$ cat config.mk
export PLATFORM = sky130hd
export DESIGN_NAME = lcdg_ports
export DESIGN_NICKNAME = d
export VERILOG_FILES = /design/src/lcdg_pkg.sv /design/src/lcdg_ports.sv
export VERILOG_INCLUDE_DIRS = /design/src
export SDC_FILE = /design/constraint.sdc
export NUM_CORES = 1
export LEC_CHECK = 0
export ABC_AREA = 1
export BUFFER_PORTS_ARGS = -buffer_cell sky130_fd_sc_hd__buf_4
export CORE_MARGIN = 5
export CORE_UTILIZATION = 45
export DETAILED_ROUTE_END_ITERATION = 16
export GPL_ROUTABILITY_DRIVEN = 1
export GPL_TIMING_DRIVEN = 1
export PLACE_DENSITY = 0.73
export SLEW_MARGIN = 20
export SYNTH_ARGS = -nofsm -noshare
export SYNTH_HDL_FRONTEND = slang
export SYNTH_SLANG_ARGS = --single-unit
$ cat constraint.sdc
create_clock -name CLK_SYS -period 1.3 [get_ports CLK_SYS]
set_input_delay 0.195 -clock CLK_SYS [delete_from_list [all_inputs] [get_ports CLK_SYS]]
set_output_delay 0.195 -clock CLK_SYS [all_outputs]
set_load 0.01 [all_outputs]
$ cat src/lcdg_defines.svh
// Constants for the LCD-shared general-purpose port pair.
// Assumes an 8-bit register port with byte offsets and one 10 MHz clock.
`ifndef LCDG_DEFINES_SVH
`define LCDG_DEFINES_SVH

// ----------------------------------------------------------------
// Register offsets
// ----------------------------------------------------------------
`define LCDG_ADDR_W          8
`define LCDG_OFS_PA_DATA     8'h00
`define LCDG_OFS_PA_DIR      8'h01
`define LCDG_OFS_PB_DATA     8'h02
`define LCDG_OFS_PB_DIR      8'h03
`define LCDG_OFS_LCD_EN1     8'h04
`define LCDG_OFS_LCD_EN2     8'h05
`define LCDG_OFS_LCD_EN3     8'h06
`define LCDG_OFS_LCD_EN7     8'h07
`define LCDG_OFS_STBY_CTL    8'h08

// ----------------------------------------------------------------
// Field positions
// ----------------------------------------------------------------
`define LCDG_IN_CTL_BIT      0
`define LCDG_FLOAT_BIT       0
`define LCDG_COL_LOW_MSB     1
`define LCDG_COL_HIGH_MSB    2

// ----------------------------------------------------------------
// Reset values
// ----------------------------------------------------------------
`define LCDG_RST_DIR_A       8'h00
`define LCDG_RST_DIR_B       5'h00
`define LCDG_RST_DATA_A      8'h00
`define LCDG_RST_DATA_B      5'h00
`define LCDG_RST_CTRL        8'h00

`endif

$ cat src/lcdg_pkg.sv
// Types shared by the LCD-shared port pair.
// Assumes lcdg_defines.svh supplies the numeric constants.
package lcdg_pkg;

  // ----------------------------------------------------------------
  // Data widths
  // ----------------------------------------------------------------
  typedef logic [7:0] lcdg_byte_t;
  typedef logic [4:0] lcdg_pb_t;

endpackage : lcdg_pkg

$ cat src/lcdg_ports.sv
// Two general-purpose ports whose pins are shared with the LCD driver unit.
// Assumes the LCD driver unit and the standby controller run on CLK_SYS;
// pin inputs arrive asynchronously and are synchronised here.
//
// The placing of the registers and the plain strobed port were chosen for this implementation.
`include "lcdg_defines.svh"

// Operation
// - A direction bit of 1 makes its pin an output driven from the data latch bit.
// - A direction bit of 0 makes its pin an input that the latch does not drive.
// - A data write updates the latch and shows on pins set as outputs one clock after the latch.
// - A data write updates the latch for input bits too, without driving their pins.
// - Reading data returns the latch for bits set as outputs.
// - Reading data returns the pin for input bits while input control is set (low if clear), but the latch on a read-modify-write.
// - Backplane select bit 0 gives the port A pin to the port, 1 to the LCD, input control set.
// - Column select bit 0 gives the port B pin to the port, 1 to the LCD, input control set.
// - Reset clears every direction bit, leaving all pins as inputs.
// - With the float bit set in stop or watch mode pins float and inputs read low.
// - With the float bit clear in stop or watch mode pins keep their drive and level.
// - Port B has bits four to zero and port A bits seven to zero, each on its own pin.
module lcdg_ports (
  input  wire logic           CLK_SYS,
  input  wire logic           RESETN,
  input  wire logic [7:0]     ADDR,
  input  wire lcdg_pkg::lcdg_byte_t WDATA,
  input  wire logic           WR,
  input  wire logic           RD,
  input  wire logic           RMW,
  output lcdg_pkg::lcdg_byte_t      RDATA,
  input  wire logic           STBY_MODE,
  input  wire lcdg_pkg::lcdg_byte_t LCD_COM_LVL,
  input  wire lcdg_pkg::lcdg_pb_t   LCD_SEG_LVL,
  input  wire lcdg_pkg::lcdg_byte_t PA_IN,
  output lcdg_pkg::lcdg_byte_t      PA_OUT,
  output lcdg_pkg::lcdg_byte_t      PA_OE,
  output lcdg_pkg::lcdg_byte_t      PA_IN_VAL,
  input  wire lcdg_pkg::lcdg_pb_t   PB_IN,
  output lcdg_pkg::lcdg_pb_t        PB_OUT,
  output lcdg_pkg::lcdg_pb_t        PB_OE,
  output lcdg_pkg::lcdg_pb_t        PB_IN_VAL
);
  import lcdg_pkg::*;

  // ----------------------------------------------------------------
  // Registers and pin state
  // ----------------------------------------------------------------
  lcdg_byte_t pa_data_reg;
  lcdg_byte_t pa_dir_reg;
  lcdg_pb_t   pb_data_reg;
  lcdg_pb_t   pb_dir_reg;
  logic       in_ctl_reg;
  lcdg_byte_t com_sel_reg;
  logic [1:0] col_low_reg;
  logic [2:0] col_high_reg;
  logic       float_en_reg;
  lcdg_byte_t rdata_reg;
  lcdg_byte_t rdata_next;

  lcdg_byte_t pa_meta_reg;
  lcdg_byte_t pa_sync_reg;
  lcdg_pb_t   pb_meta_reg;
  lcdg_pb_t   pb_sync_reg;

  lcdg_byte_t pa_out_reg;
  lcdg_byte_t pa_out_next;
  lcdg_byte_t pa_oe_reg;
  lcdg_byte_t pa_oe_next;
  lcdg_byte_t pa_inv_reg;
  lcdg_byte_t pa_inv_next;
  lcdg_pb_t   pb_out_reg;
  lcdg_pb_t   pb_out_next;
  lcdg_pb_t   pb_oe_reg;
  lcdg_pb_t   pb_oe_next;
  lcdg_pb_t   pb_inv_reg;
  lcdg_pb_t   pb_inv_next;

  lcdg_byte_t pa_lcd_own;
  lcdg_pb_t   pb_sel;
  lcdg_pb_t   pb_lcd_own;
  logic       stby_float;
  logic       stby_hold;
  logic       first_cyc_reg;

  assign pb_sel     = {col_high_reg, col_low_reg};
  assign pa_lcd_own = com_sel_reg & {8{in_ctl_reg}};
  assign pb_lcd_own = pb_sel & {5{in_ctl_reg}};
  assign stby_float = STBY_MODE & float_en_reg;
  assign stby_hold  = STBY_MODE & ~float_en_reg;

  // ----------------------------------------------------------------
  // Pin input synchronisers
  // ----------------------------------------------------------------
  always_ff @(posedge CLK_SYS or negedge RESETN) begin
    if (!RESETN) begin
      pa_meta_reg <= 8'h00;
      pa_sync_reg <= 8'h00;
      pb_meta_reg <= 5'h00;
      pb_sync_reg <= 5'h00;
    end else begin
      pa_meta_reg <= PA_IN;
      pa_sync_reg <= pa_meta_reg;
      pb_meta_reg <= PB_IN;
      pb_sync_reg <= pb_meta_reg;
    end
  end

  // ----------------------------------------------------------------
  // Port data and direction registers
  // ----------------------------------------------------------------
  always_ff @(posedge CLK_SYS or negedge RESETN) begin
    if (!RESETN) begin
      pa_data_reg <= `LCDG_RST_DATA_A;
      pb_data_reg <= `LCDG_RST_DATA_B;
    end else if (WR) begin
      if (ADDR == `LCDG_OFS_PA_DATA) begin
        pa_data_reg <= WDATA;
      end
      if (ADDR == `LCDG_OFS_PB_DATA) begin
        pb_data_reg <= WDATA[4:0];
      end
    end
  end

  always_ff @(posedge CLK_SYS or negedge RESETN) begin
    if (!RESETN) begin
      pa_dir_reg <= `LCDG_RST_DIR_A;
      pb_dir_reg <= `LCDG_RST_DIR_B;
    end else if (WR) begin
      if (ADDR == `LCDG_OFS_PA_DIR) begin
        pa_dir_reg <= WDATA;
      end
      if (ADDR == `LCDG_OFS_PB_DIR) begin
        pb_dir_reg <= WDATA[4:0];
      end
    end
  end

  // ----------------------------------------------------------------
  // LCD select and standby control registers
  // ----------------------------------------------------------------
  always_ff @(posedge CLK_SYS or negedge RESETN) begin
    if (!RESETN) begin
      in_ctl_reg   <= 1'b0;
      com_sel_reg  <= `LCDG_RST_CTRL;
      col_low_reg  <= 2'h0;
      col_high_reg <= 3'h0;
      float_en_reg <= 1'b0;
    end else if (WR) begin
      unique case (ADDR)
        `LCDG_OFS_LCD_EN1:  in_ctl_reg   <= WDATA[`LCDG_IN_CTL_BIT];
        `LCDG_OFS_LCD_EN2:  com_sel_reg  <= WDATA;
        `LCDG_OFS_LCD_EN3:  col_low_reg  <= WDATA[`LCDG_COL_LOW_MSB:0];
        `LCDG_OFS_LCD_EN7:  col_high_reg <= WDATA[`LCDG_COL_HIGH_MSB:0];
        `LCDG_OFS_STBY_CTL: float_en_reg <= WDATA[`LCDG_FLOAT_BIT];
        default: begin
        end
      endcase
    end
  end

  // ----------------------------------------------------------------
  // Read path
  // ----------------------------------------------------------------
  // Input bits come from the gated pin value, so a floated pin reads low
  always_comb begin
    rdata_next = 8'h00;
    if (RD) begin
      unique case (ADDR)
        `LCDG_OFS_PA_DATA: begin
          if (RMW) begin
            rdata_next = pa_data_reg;
          end else begin
            rdata_next = (pa_data_reg & pa_dir_reg) | (pa_inv_reg & ~pa_dir_reg);
          end
        end
        `LCDG_OFS_PB_DATA: begin
          if (RMW) begin
            rdata_next = {3'h0, pb_data_reg};
          end else begin
            rdata_next = {3'h0, (pb_data_reg & pb_dir_reg) | (pb_inv_reg & ~pb_dir_reg)};
          end
        end
        `LCDG_OFS_PA_DIR:   rdata_next = pa_dir_reg;
        `LCDG_OFS_PB_DIR:   rdata_next = {3'h0, pb_dir_reg};
        `LCDG_OFS_LCD_EN1:  rdata_next = {7'h00, in_ctl_reg};
        `LCDG_OFS_LCD_EN2:  rdata_next = com_sel_reg;
        `LCDG_OFS_LCD_EN3:  rdata_next = {6'h00, col_low_reg};
        `LCDG_OFS_LCD_EN7:  rdata_next = {5'h00, col_high_reg};
        `LCDG_OFS_STBY_CTL: rdata_next = {7'h00, float_en_reg};
        default:            rdata_next = 8'h00;
      endcase
    end
  end

  always_ff @(posedge CLK_SYS or negedge RESETN) begin
    if (!RESETN) begin
      rdata_reg <= 8'h00;
    end else begin
      rdata_reg <= rdata_next;
    end
  end

  // ----------------------------------------------------------------
  // Pin drive and input gating
  // ----------------------------------------------------------------
  // Port drive needs the select bit at 0; LCD drive needs select and input control.
  // Software keeps direction 0 on LCD pins, so LCD drive wins if it does not.
  always_comb begin
    pa_oe_next  = (pa_dir_reg & ~com_sel_reg) | pa_lcd_own;
    pa_out_next = (pa_data_reg & ~pa_lcd_own) | (LCD_COM_LVL & pa_lcd_own);
    pa_inv_next = pa_sync_reg & {8{in_ctl_reg}};
    pb_oe_next  = (pb_dir_reg & ~pb_sel) | pb_lcd_own;
    pb_out_next = (pb_data_reg & ~pb_lcd_own) | (LCD_SEG_LVL & pb_lcd_own);
    pb_inv_next = pb_sync_reg & {5{in_ctl_reg}};
    if (stby_float) begin
      pa_oe_next  = 8'h00;
      pa_out_next = 8'h00;
      pa_inv_next = 8'h00;
      pb_oe_next  = 5'h00;
      pb_out_next = 5'h00;
      pb_inv_next = 5'h00;
    end else if (stby_hold) begin
      pa_oe_next  = pa_oe_reg;
      pa_out_next = pa_out_reg;
      pb_oe_next  = pb_oe_reg;
      pb_out_next = pb_out_reg;
    end
  end

  always_ff @(posedge CLK_SYS or negedge RESETN) begin
    if (!RESETN) begin
      pa_oe_reg  <= 8'h00;
      pa_out_reg <= 8'h00;
      pa_inv_reg <= 8'h00;
      pb_oe_reg  <= 5'h00;
      pb_out_reg <= 5'h00;
      pb_inv_reg <= 5'h00;
    end else begin
      pa_oe_reg  <= pa_oe_next;
      pa_out_reg <= pa_out_next;
      pa_inv_reg <= pa_inv_next;
      pb_oe_reg  <= pb_oe_next;
      pb_out_reg <= pb_out_next;
      pb_inv_reg <= pb_inv_next;
    end
  end

  assign RDATA     = rdata_reg;
  assign PA_OUT    = pa_out_reg;
  assign PA_OE     = pa_oe_reg;
  assign PA_IN_VAL = pa_inv_reg;
  assign PB_OUT    = pb_out_reg;
  assign PB_OE     = pb_oe_reg;
  assign PB_IN_VAL = pb_inv_reg;

  // ----------------------------------------------------------------
  // Checks
  // ----------------------------------------------------------------
  always_ff @(posedge CLK_SYS or negedge RESETN) begin
    if (!RESETN) begin
      first_cyc_reg <= 1'b1;
    end else begin
      first_cyc_reg <= 1'b0;
    end
  end
endmodule // lcdg_ports

* After elaboration in Yosys (flattened, before gate mapping)
Cells that the tools add are included.
** Cells by class
- Add/sub/neg operators :: 0
- Multipliers :: 0
- Divide/modulo/power cells :: 0
- Magnitude comparators :: 0
- Eq/ne operators :: 9
- Shift operators :: 0
- Multiplexer cells :: 14
- Bitwise logic cells :: 29
- Reductions and logical operators :: 10
** Operators by type and width (number)
- $pmux W8 S9 :: 1
- $and A8 B8 Y8 :: 7
- $mux W8 :: 7
- $and A5 B5 Y5 :: 7
- $eq A8 B3 Y1 const B :: 4
- $mux W5 :: 6
- $not A8 Y8 :: 3
- $or A8 B8 Y8 :: 3
- $reduce_and A2 Y1 :: 9
- $eq A8 B2 Y1 const B :: 2
- $not A5 Y5 :: 3
- $or A5 B5 Y5 :: 3
- $eq A8 B1 Y1 const B :: 1
- $eq A8 B4 Y1 const B :: 1
- $logic_not A8 Y1 :: 1
- $and A1 B1 Y1 :: 2
- $ne A2 B2 Y1 const B :: 1
- $not A1 Y1 :: 1
** Storage, ports and cells
- Register bits after elaboration :: 114
- Bits in latches :: 0
- Bits in writable memories :: 0
- ROM bits :: 0
- Input bits :: 48
- Output and inout port bits :: 47
- Word-level logic and storage cells :: 82
- Memories kept :: 0

* Depth between registers and ports, before layout
Gate-level depths: netlist of run 1.
- Word-level depth :: 6
- Depth in mapped cells :: 10

* Worst setup path before layout of run 1
Ideal clock, no wire load.
- Path kind :: in2reg
- Start :: input ADDR[7]
- End :: register com_sel_reg[5]
- Library setup time :: 0.120 ns
- Arrival :: 1.031 ns
- Data required time :: 1.180 ns
- Path slack :: 0.149 ns
- Cell stages on the path :: 9
- Buffers on the path :: 1
- Cells stage by stage :: nor2_2 -> nand2_4 -> clkinv_8 -> nand2_4 -> inv_4 -> nand2_4 -> buf_6 -> nand2_2 -> o21ai_2
** Between the ends
- Word-level cells in the longest chain between the ends :: 2
** RTL lines
- start, declared :: RTL line lcdg_ports.sv:24 : input wire logic [7:0] ADDR,
- $eq A8 B3 Y1 :: RTL line lcdg_ports.sv:149 : unique case (ADDR)
- $reduce_and A2 Y1 (no source line)
- end signal, assigned :: RTL line lcdg_ports.sv:144 : com_sel_reg <= `LCDG_RST_CTRL;
- end, declared :: RTL line lcdg_ports.sv:52 : lcdg_byte_t com_sel_reg;
Every way passes these cells.
A chain may end at the register's enable or synchronous reset.

* Worst setup path in the final report of run 1
- Start :: register pa_inv_reg[2], in the netlist PA_IN_VAL[2]
- End :: output PA_IN_VAL[2]
** RTL lines
- start, declared :: RTL line lcdg_ports.sv:68 : lcdg_byte_t pa_inv_reg;
- start signal, assigned :: RTL line lcdg_ports.sv:241 : pa_inv_reg <= pa_inv_next;
- end, declared :: RTL line lcdg_ports.sv:36 : output lcdg_pkg::lcdg_byte_t PA_IN_VAL,
No word-level cell between the ends.

==> results.sh, run 1 <==
export IMPL_ys_warn_count=0
export IMPL_drive_gt1_frac=0.288
export IMPL_start_util=0.463
export IMPL_wirelength_mm=12.7
export IMPL_root_buffer="clkbuf_8"
export IMPL_num_vias=4088
export IMPL_path_max_fanout=2
export IMPL_die_h_um=116
export IMPL_ys_types=32
export IMPL_cp_required_ps=1110
export IMPL_syn_num_nets=584
export IMPL_gp_congestion=0.916
export IMPL_firstDrtPassIters=5
export IMPL_synth_ff_type="dfrtp_1"
export IMPL_rows=38
export IMPL_grt_pass1_vias=3938
export IMPL_critPathBufInv=1
export IMPL_clockBufferDepth=2
export IMPL_maxSlewViolCount=0
export IMPL_ant_nets=0
export IMPL_portBuffers=94
export IMPL_rsz0062_at_grt="false"
export IMPL_fp_dieArea_um2=13400
export IMPL_grt_use_total=0.197
export IMPL_ir_drop_v=0.00140
export IMPL_dp_hpwl_mm=9.17
export IMPL_avgSynthCellArea_um2=9.40
export IMPL_syn_area_um2=5040
export IMPL_yosysTopAreaCell="dfrtp_1"
export IMPL_core_area_um2=10900
export IMPL_leakagePower_uw=0.00337
export IMPL_cts_tree="done"
export IMPL_seqCellArea_um2=2850
export IMPL_cts_max_level=4
export IMPL_max_stage_delay_ps=410
export IMPL_viasPerCell=5.00
export IMPL_drtIter0Drc=304
export IMPL_yosys_top_cells_count="dfrtp_1 (114), nand2_1 (108), nor2_1 (49)"
export IMPL_period_minus_slack_ps=1270
export IMPL_die_w_um=116
export IMPL_power_uw=8990
export IMPL_synthDominantCellAreaShare=0.566
export IMPL_cts_buffers=17
export IMPL_hold_violations=0
export IMPL_drc=0
export IMPL_clkSinkCount=114
export IMPL_ioPinCount=95
export IMPL_crit_arrival_ps=1070
export IMPL_tns_ps=0
export IMPL_post_route_period_util=0.974
export IMPL_grt_pass1_wl_mm=20.3
export IMPL_wl_per_cell_um=15.5
export IMPL_synth_area_top_cells="dfrtp_1 (57%), nand2_1 (8.0%), o21ai_0 (4.8%)"
export IMPL_critPathSlowestCell="dfrtp_1"
export IMPL_nets=712
export IMPL_holdWs_ps=15.6
export IMPL_async_flop_share=1.00
export IMPL_antenna_found_initial=0
export IMPL_finalSetupViolCount=0
export IMPL_slew_headroom=0.692
export IMPL_cp_cell_sequence="buf_4"
export IMPL_critical_path_top_delay_family="flip-flops"
export IMPL_n_fill_cell=918
export IMPL_insertedDiodeCount=0
export IMPL_maxCapViolCount=0
export IMPL_ys_seq_area_frac=0.566
export IMPL_synth_edf_count=0
export IMPL_fmax_ghz=0.790
export IMPL_worst_pin_slew_ps=462
export IMPL_syn_inst=536
export IMPL_grt_max_degree=39
export IMPL_clock_latency_ps=500
export IMPL_skew_ps=6.56
export IMPL_critical_path_class="reg -> out"
export IMPL_status="completed"
export IMPL_yosys_register_bits=114
export IMPL_synthToLayoutAreaGrowth_pct=33.7
export IMPL_gr_total_overflow=0
export IMPL_power_density_nw_per_um2=1340
export IMPL_hold_class="in -> reg"
export IMPL_cp_end_kind="output port"
export IMPL_multi_input_area_um2=1840
export IMPL_clkTransAtPathRegs_ps=60
export IMPL_start_kind="flip-flop"
export IMPL_synth_most_common_cell="dfrtp_1"
==> placed cells by master, fill, tap and decap left out, types with 10 or more instances in the layout <==
master / n
dfrtp_1: 114
nand2_1: 108
buf_4: 104
nor2_1: 49
o21ai_0: 48
inv_1: 47
nand3_1: 44
o21ai_2: 24
dlygate4sd3_1: 18
clkbuf_16: 16
o21ai_1: 12
a21oi_1: 10
==> repair_timing <==
| item | in CTS | in global routing |
|---|---|---|
| endpoints found under the setup margin | 0 | 3 |
| hold buffers | 18 | 0 |
| setup buffers | 0 | 1 |
| gates resized for setup | 0 | 2 |
| hold endpoints to repair | 135 | 0 |
==> metal layers <==
layer	wire length (um)	track usage
met4	79	0.0510
met5	0	0
met1	5610	0.275
met2	6110	0.310
met3	889	0.0527
==> path summary, 6_finish.rpt <==
kind	from	slack, ps	to	cells past startpoint
max	PA_IN_VAL[2]	30	PA_IN_VAL[2]	1
min	WDATA[5]	20	pa_data_reg[5]	3
min in group asynchronous	RESETN	170	PA_OUT[5]	2
max reg2reg	pa_dir_reg[6]	80	RDATA[6]	6
min reg2reg	pb_meta_reg[1]	340	pb_sync_reg[1]	0
max in group asynchronous	RESETN	600	pb_meta_reg[1]	3
==> power breakdown <==
| part | internal [uW] | switching [uW] |
|---|---|---|
| Combinational | 352 | 433 |
| Clock | 2770 | 1620 |
| Sequential | 3710 | 110 |
| Total | 6830 | 2160 |
==> cell families (layout without fill, tap and decap cells) <==
logic type,after synthesis,in the layout,synth area share
muxes,9,9,0.0179
AOI/OAI and AO/OA,109,109,0.131
and+or+nand+nor,229,229,0.215
buffers and inverters,75,216,0.0693
DFF,114,114,0.566
==> per-stage QoR <==
| stage | instance area (um^2) | instances | utilization | setup WS [ps] |
|---|---|---|---|---|
| 2_1_floorplan | 5040 | 536 | - | 149 |
| 3_3_place_gp | 5970 | 766 | 0.549 | -5.97 |
| 3_5_place_dp | 5970 | 766 | 0.549 | -53.3 |
| 4_1_cts | 6720 | 816 | 0.617 | 19.6 |
| 5_1_grt | 6730 | 817 | 0.618 | 1.32 |
| 6_report | 6730 | 817 | 0.618 | 34.1 |
==> cell type report <==
class,instances,share of cell area
Clock buffer,19,0.0641
Clock inverter,13,0.0203
Inverter,56,0.0342
Multi-Input combinational cell,347,0.273
Sequential cell,114,0.424
Tap cell,140,0.0260
Timing Repair Buffer,128,0.159
Power figures use the tool's default switching activity.
==> run 2, diff against run 1 <==
- CORE_UTILIZATION: 45 -> 50
- PLACE_DENSITY: 0.73 -> 0.82
- clock period: 1.3 -> 1.1 ns (I/O delays scaled with it)
==> run 2 against run 1 <==
Effect of this change: the flow now finishes with violations (setup timing); critical path depth unchanged; worst hold slack improved by 10 ps; combinational power grew 86%; die area decreased by 9.2%; worst setup slack worse by 270 ps; cell area up 21%; flip-flop and latch count did not move; clock-buffer cell count grew 1; via count grew 23%; core utilization rose by 21 points; non-clock buffer count rose by 90; power grew 37%; largest cell class unchanged.
==> results.sh, run 2 (synthesis results as in run 1) <==
export IMPL_clkTransAtPathRegs_ps=70
export IMPL_path_max_fanout=2
export IMPL_firstDrtPassIters=6
export IMPL_max_stage_delay_ps=490
export IMPL_core_area_um2=9820
export IMPL_grt_use_total=0.284
export IMPL_finalSetupViolCount=73
export IMPL_hold_class="in -> reg"
export IMPL_die_w_um=110
export IMPL_met2_usage=0.472
export IMPL_cts_buffers=17
export IMPL_wl_per_cell_um=20.6
export IMPL_multi_input_area_um2=2140
export IMPL_cp_cell_sequence="buf_6"
export IMPL_portBuffers=94
export IMPL_critPathBufInv=1
export IMPL_crit_arrival_ps=1170
export IMPL_critical_path_class="reg -> out"
export IMPL_layout_commonest_cell="buf_4"
export IMPL_hold_violations=0
export IMPL_final_cells=900
export IMPL_slew_headroom=0.761
export IMPL_critPathSlowestCell="dfrtp_1"
export IMPL_gp_congestion=0.953
export IMPL_grt_pass1_wl_mm=25.5
export IMPL_rr_worst_depth=5
export IMPL_worst_pin_slew_ps=358
export IMPL_gr_usage_met3=0.0699
export IMPL_power_density_nw_per_um2=1510
export IMPL_gr_total_overflow=0
export IMPL_holdWs_ps=25.5
export IMPL_skew_ps=11.0
export IMPL_leakagePower_uw=0.00408
export IMPL_start_kind="flip-flop"
export IMPL_worst_path_stages=1
export IMPL_synthToLayoutAreaGrowth_pct=61.9
export IMPL_post_route_period_util=1.22
export IMPL_critical_path_top_delay_family="flip-flops"
export IMPL_busiest_layer="met2"
export IMPL_dpl_instance_area_um2=6230
export IMPL_num_vias=5041
export IMPL_viasPerCell=5.60
export IMPL_clkSinkCount=114
export IMPL_n_fill_cell=521
export IMPL_root_buffer="clkbuf_8"
export IMPL_period_minus_slack_ps=1340
export IMPL_drive_gt1_frac=0.434
export IMPL_grt_max_degree=46
export IMPL_min_path_cells=3
export IMPL_maxCapViolCount=0
export IMPL_pre_cts_slack_ps=-174
export IMPL_rows=36
export IMPL_wirelength_mm=18.6
export IMPL_antenna_found_initial=0
export IMPL_ioPinCount=95
export IMPL_dp_hpwl_mm=9.56
export IMPL_nets=802
export IMPL_violations="setup timing"
export IMPL_clock_latency_ps=520
export IMPL_seqCellArea_um2=2850
export IMPL_grt_pass1_vias=4902
export IMPL_drc=0
export IMPL_clockBufferDepth=2
export IMPL_maxSlewViolCount=0
export IMPL_rsz0062_at_grt="true"
export IMPL_cts_max_level=4
export IMPL_ir_drop_v=0.00175
export IMPL_worst_slack_ps=-239
export IMPL_placed_cells=786
export IMPL_met1_usage=0.337
export IMPL_drtIter0Drc=536
export IMPL_cts_tree="done"
export IMPL_ant_nets=0
export IMPL_insertedDiodeCount=0
export IMPL_start_util=0.513
export IMPL_cp_end_kind="output port"
export IMPL_die_h_um=110
export IMPL_fmax_ghz=0.747
export IMPL_fp_dieArea_um2=12200
export IMPL_status="complete, but fails checks"
export IMPL_final_cell_mix="buf_4 (114), dfrtp_1 (113), nand2_1 (97)"
export IMPL_cp_required_ps=940
export IMPL_final_area_um2=8150
-- run 2: path summary, 6_finish.rpt --
check / start / endpoint / slack, ps
min reg2reg: pa_meta_reg[3] / pa_sync_reg[3] / 350
min in group asynchronous: RESETN / PA_OE[5] / 50
max reg2reg: in_ctl_reg / PB_OUT[2] / -160
min: WDATA[1] / col_low_reg[1] / 30
max: PA_OE[1] / PA_OE[1] / -240
max in group asynchronous: RESETN / pa_data_reg[0] / 550
-- run 2: per-layer routing --
layer	wire length, um	vias up
met4	1240	0
met1	6520	2406
li1	-	2195
met2	9150	327
met5	0	-
met3	1650	113
-- run 2: power breakdown --
part / switching, uW / internal [uW] / leakage, uW
sequential: 170 / 4380 / 0.00152
combinational: 738 / 721 / 0.00225
clock: 2050 / 4270 / 0.000318
-- run 2: per-stage QoR --
stage | setup TNS (ps) | power [uW] | utilization
2_1_floorplan | 0 | 4950 | -
3_3_place_gp | -5100 | 5510 | 0.634
3_5_place_dp | -5920 | 5550 | 0.634
4_1_cts | -6120 | 12100 | 0.791
5_1_grt | -9120 | 12700 | 0.830
6_report | -7260 | 12300 | 0.830
-- run 2: layout make-up --
type	instances	area share
flip-flops and latches	114	0.350
clock inverters	12	0.0281
well taps	133	0.0204
repair buffers	218	0.256
inverters	56	0.0282
clock buffers	20	0.0546
multi-input cells	347	0.263
-- run 2: worst reg2reg max path, cell delays in order (launching register included) --
cell     delay [ps]
dfrtp_2         470
buf_12          170
buf_8           140
a21oi_2         110
a31oi_1          50
o21ai_1         220
-- run 2: timing repair --
action / CTS / global route
resized for setup: 102 / 81
setup endpoints to repair: 60 / 93
hold buffers: 32 / 0
hold endpoints to repair: 157 / 0
pin swaps: 15 / 30
cloned: 1 / 0
buffers inserted: 30 / 20
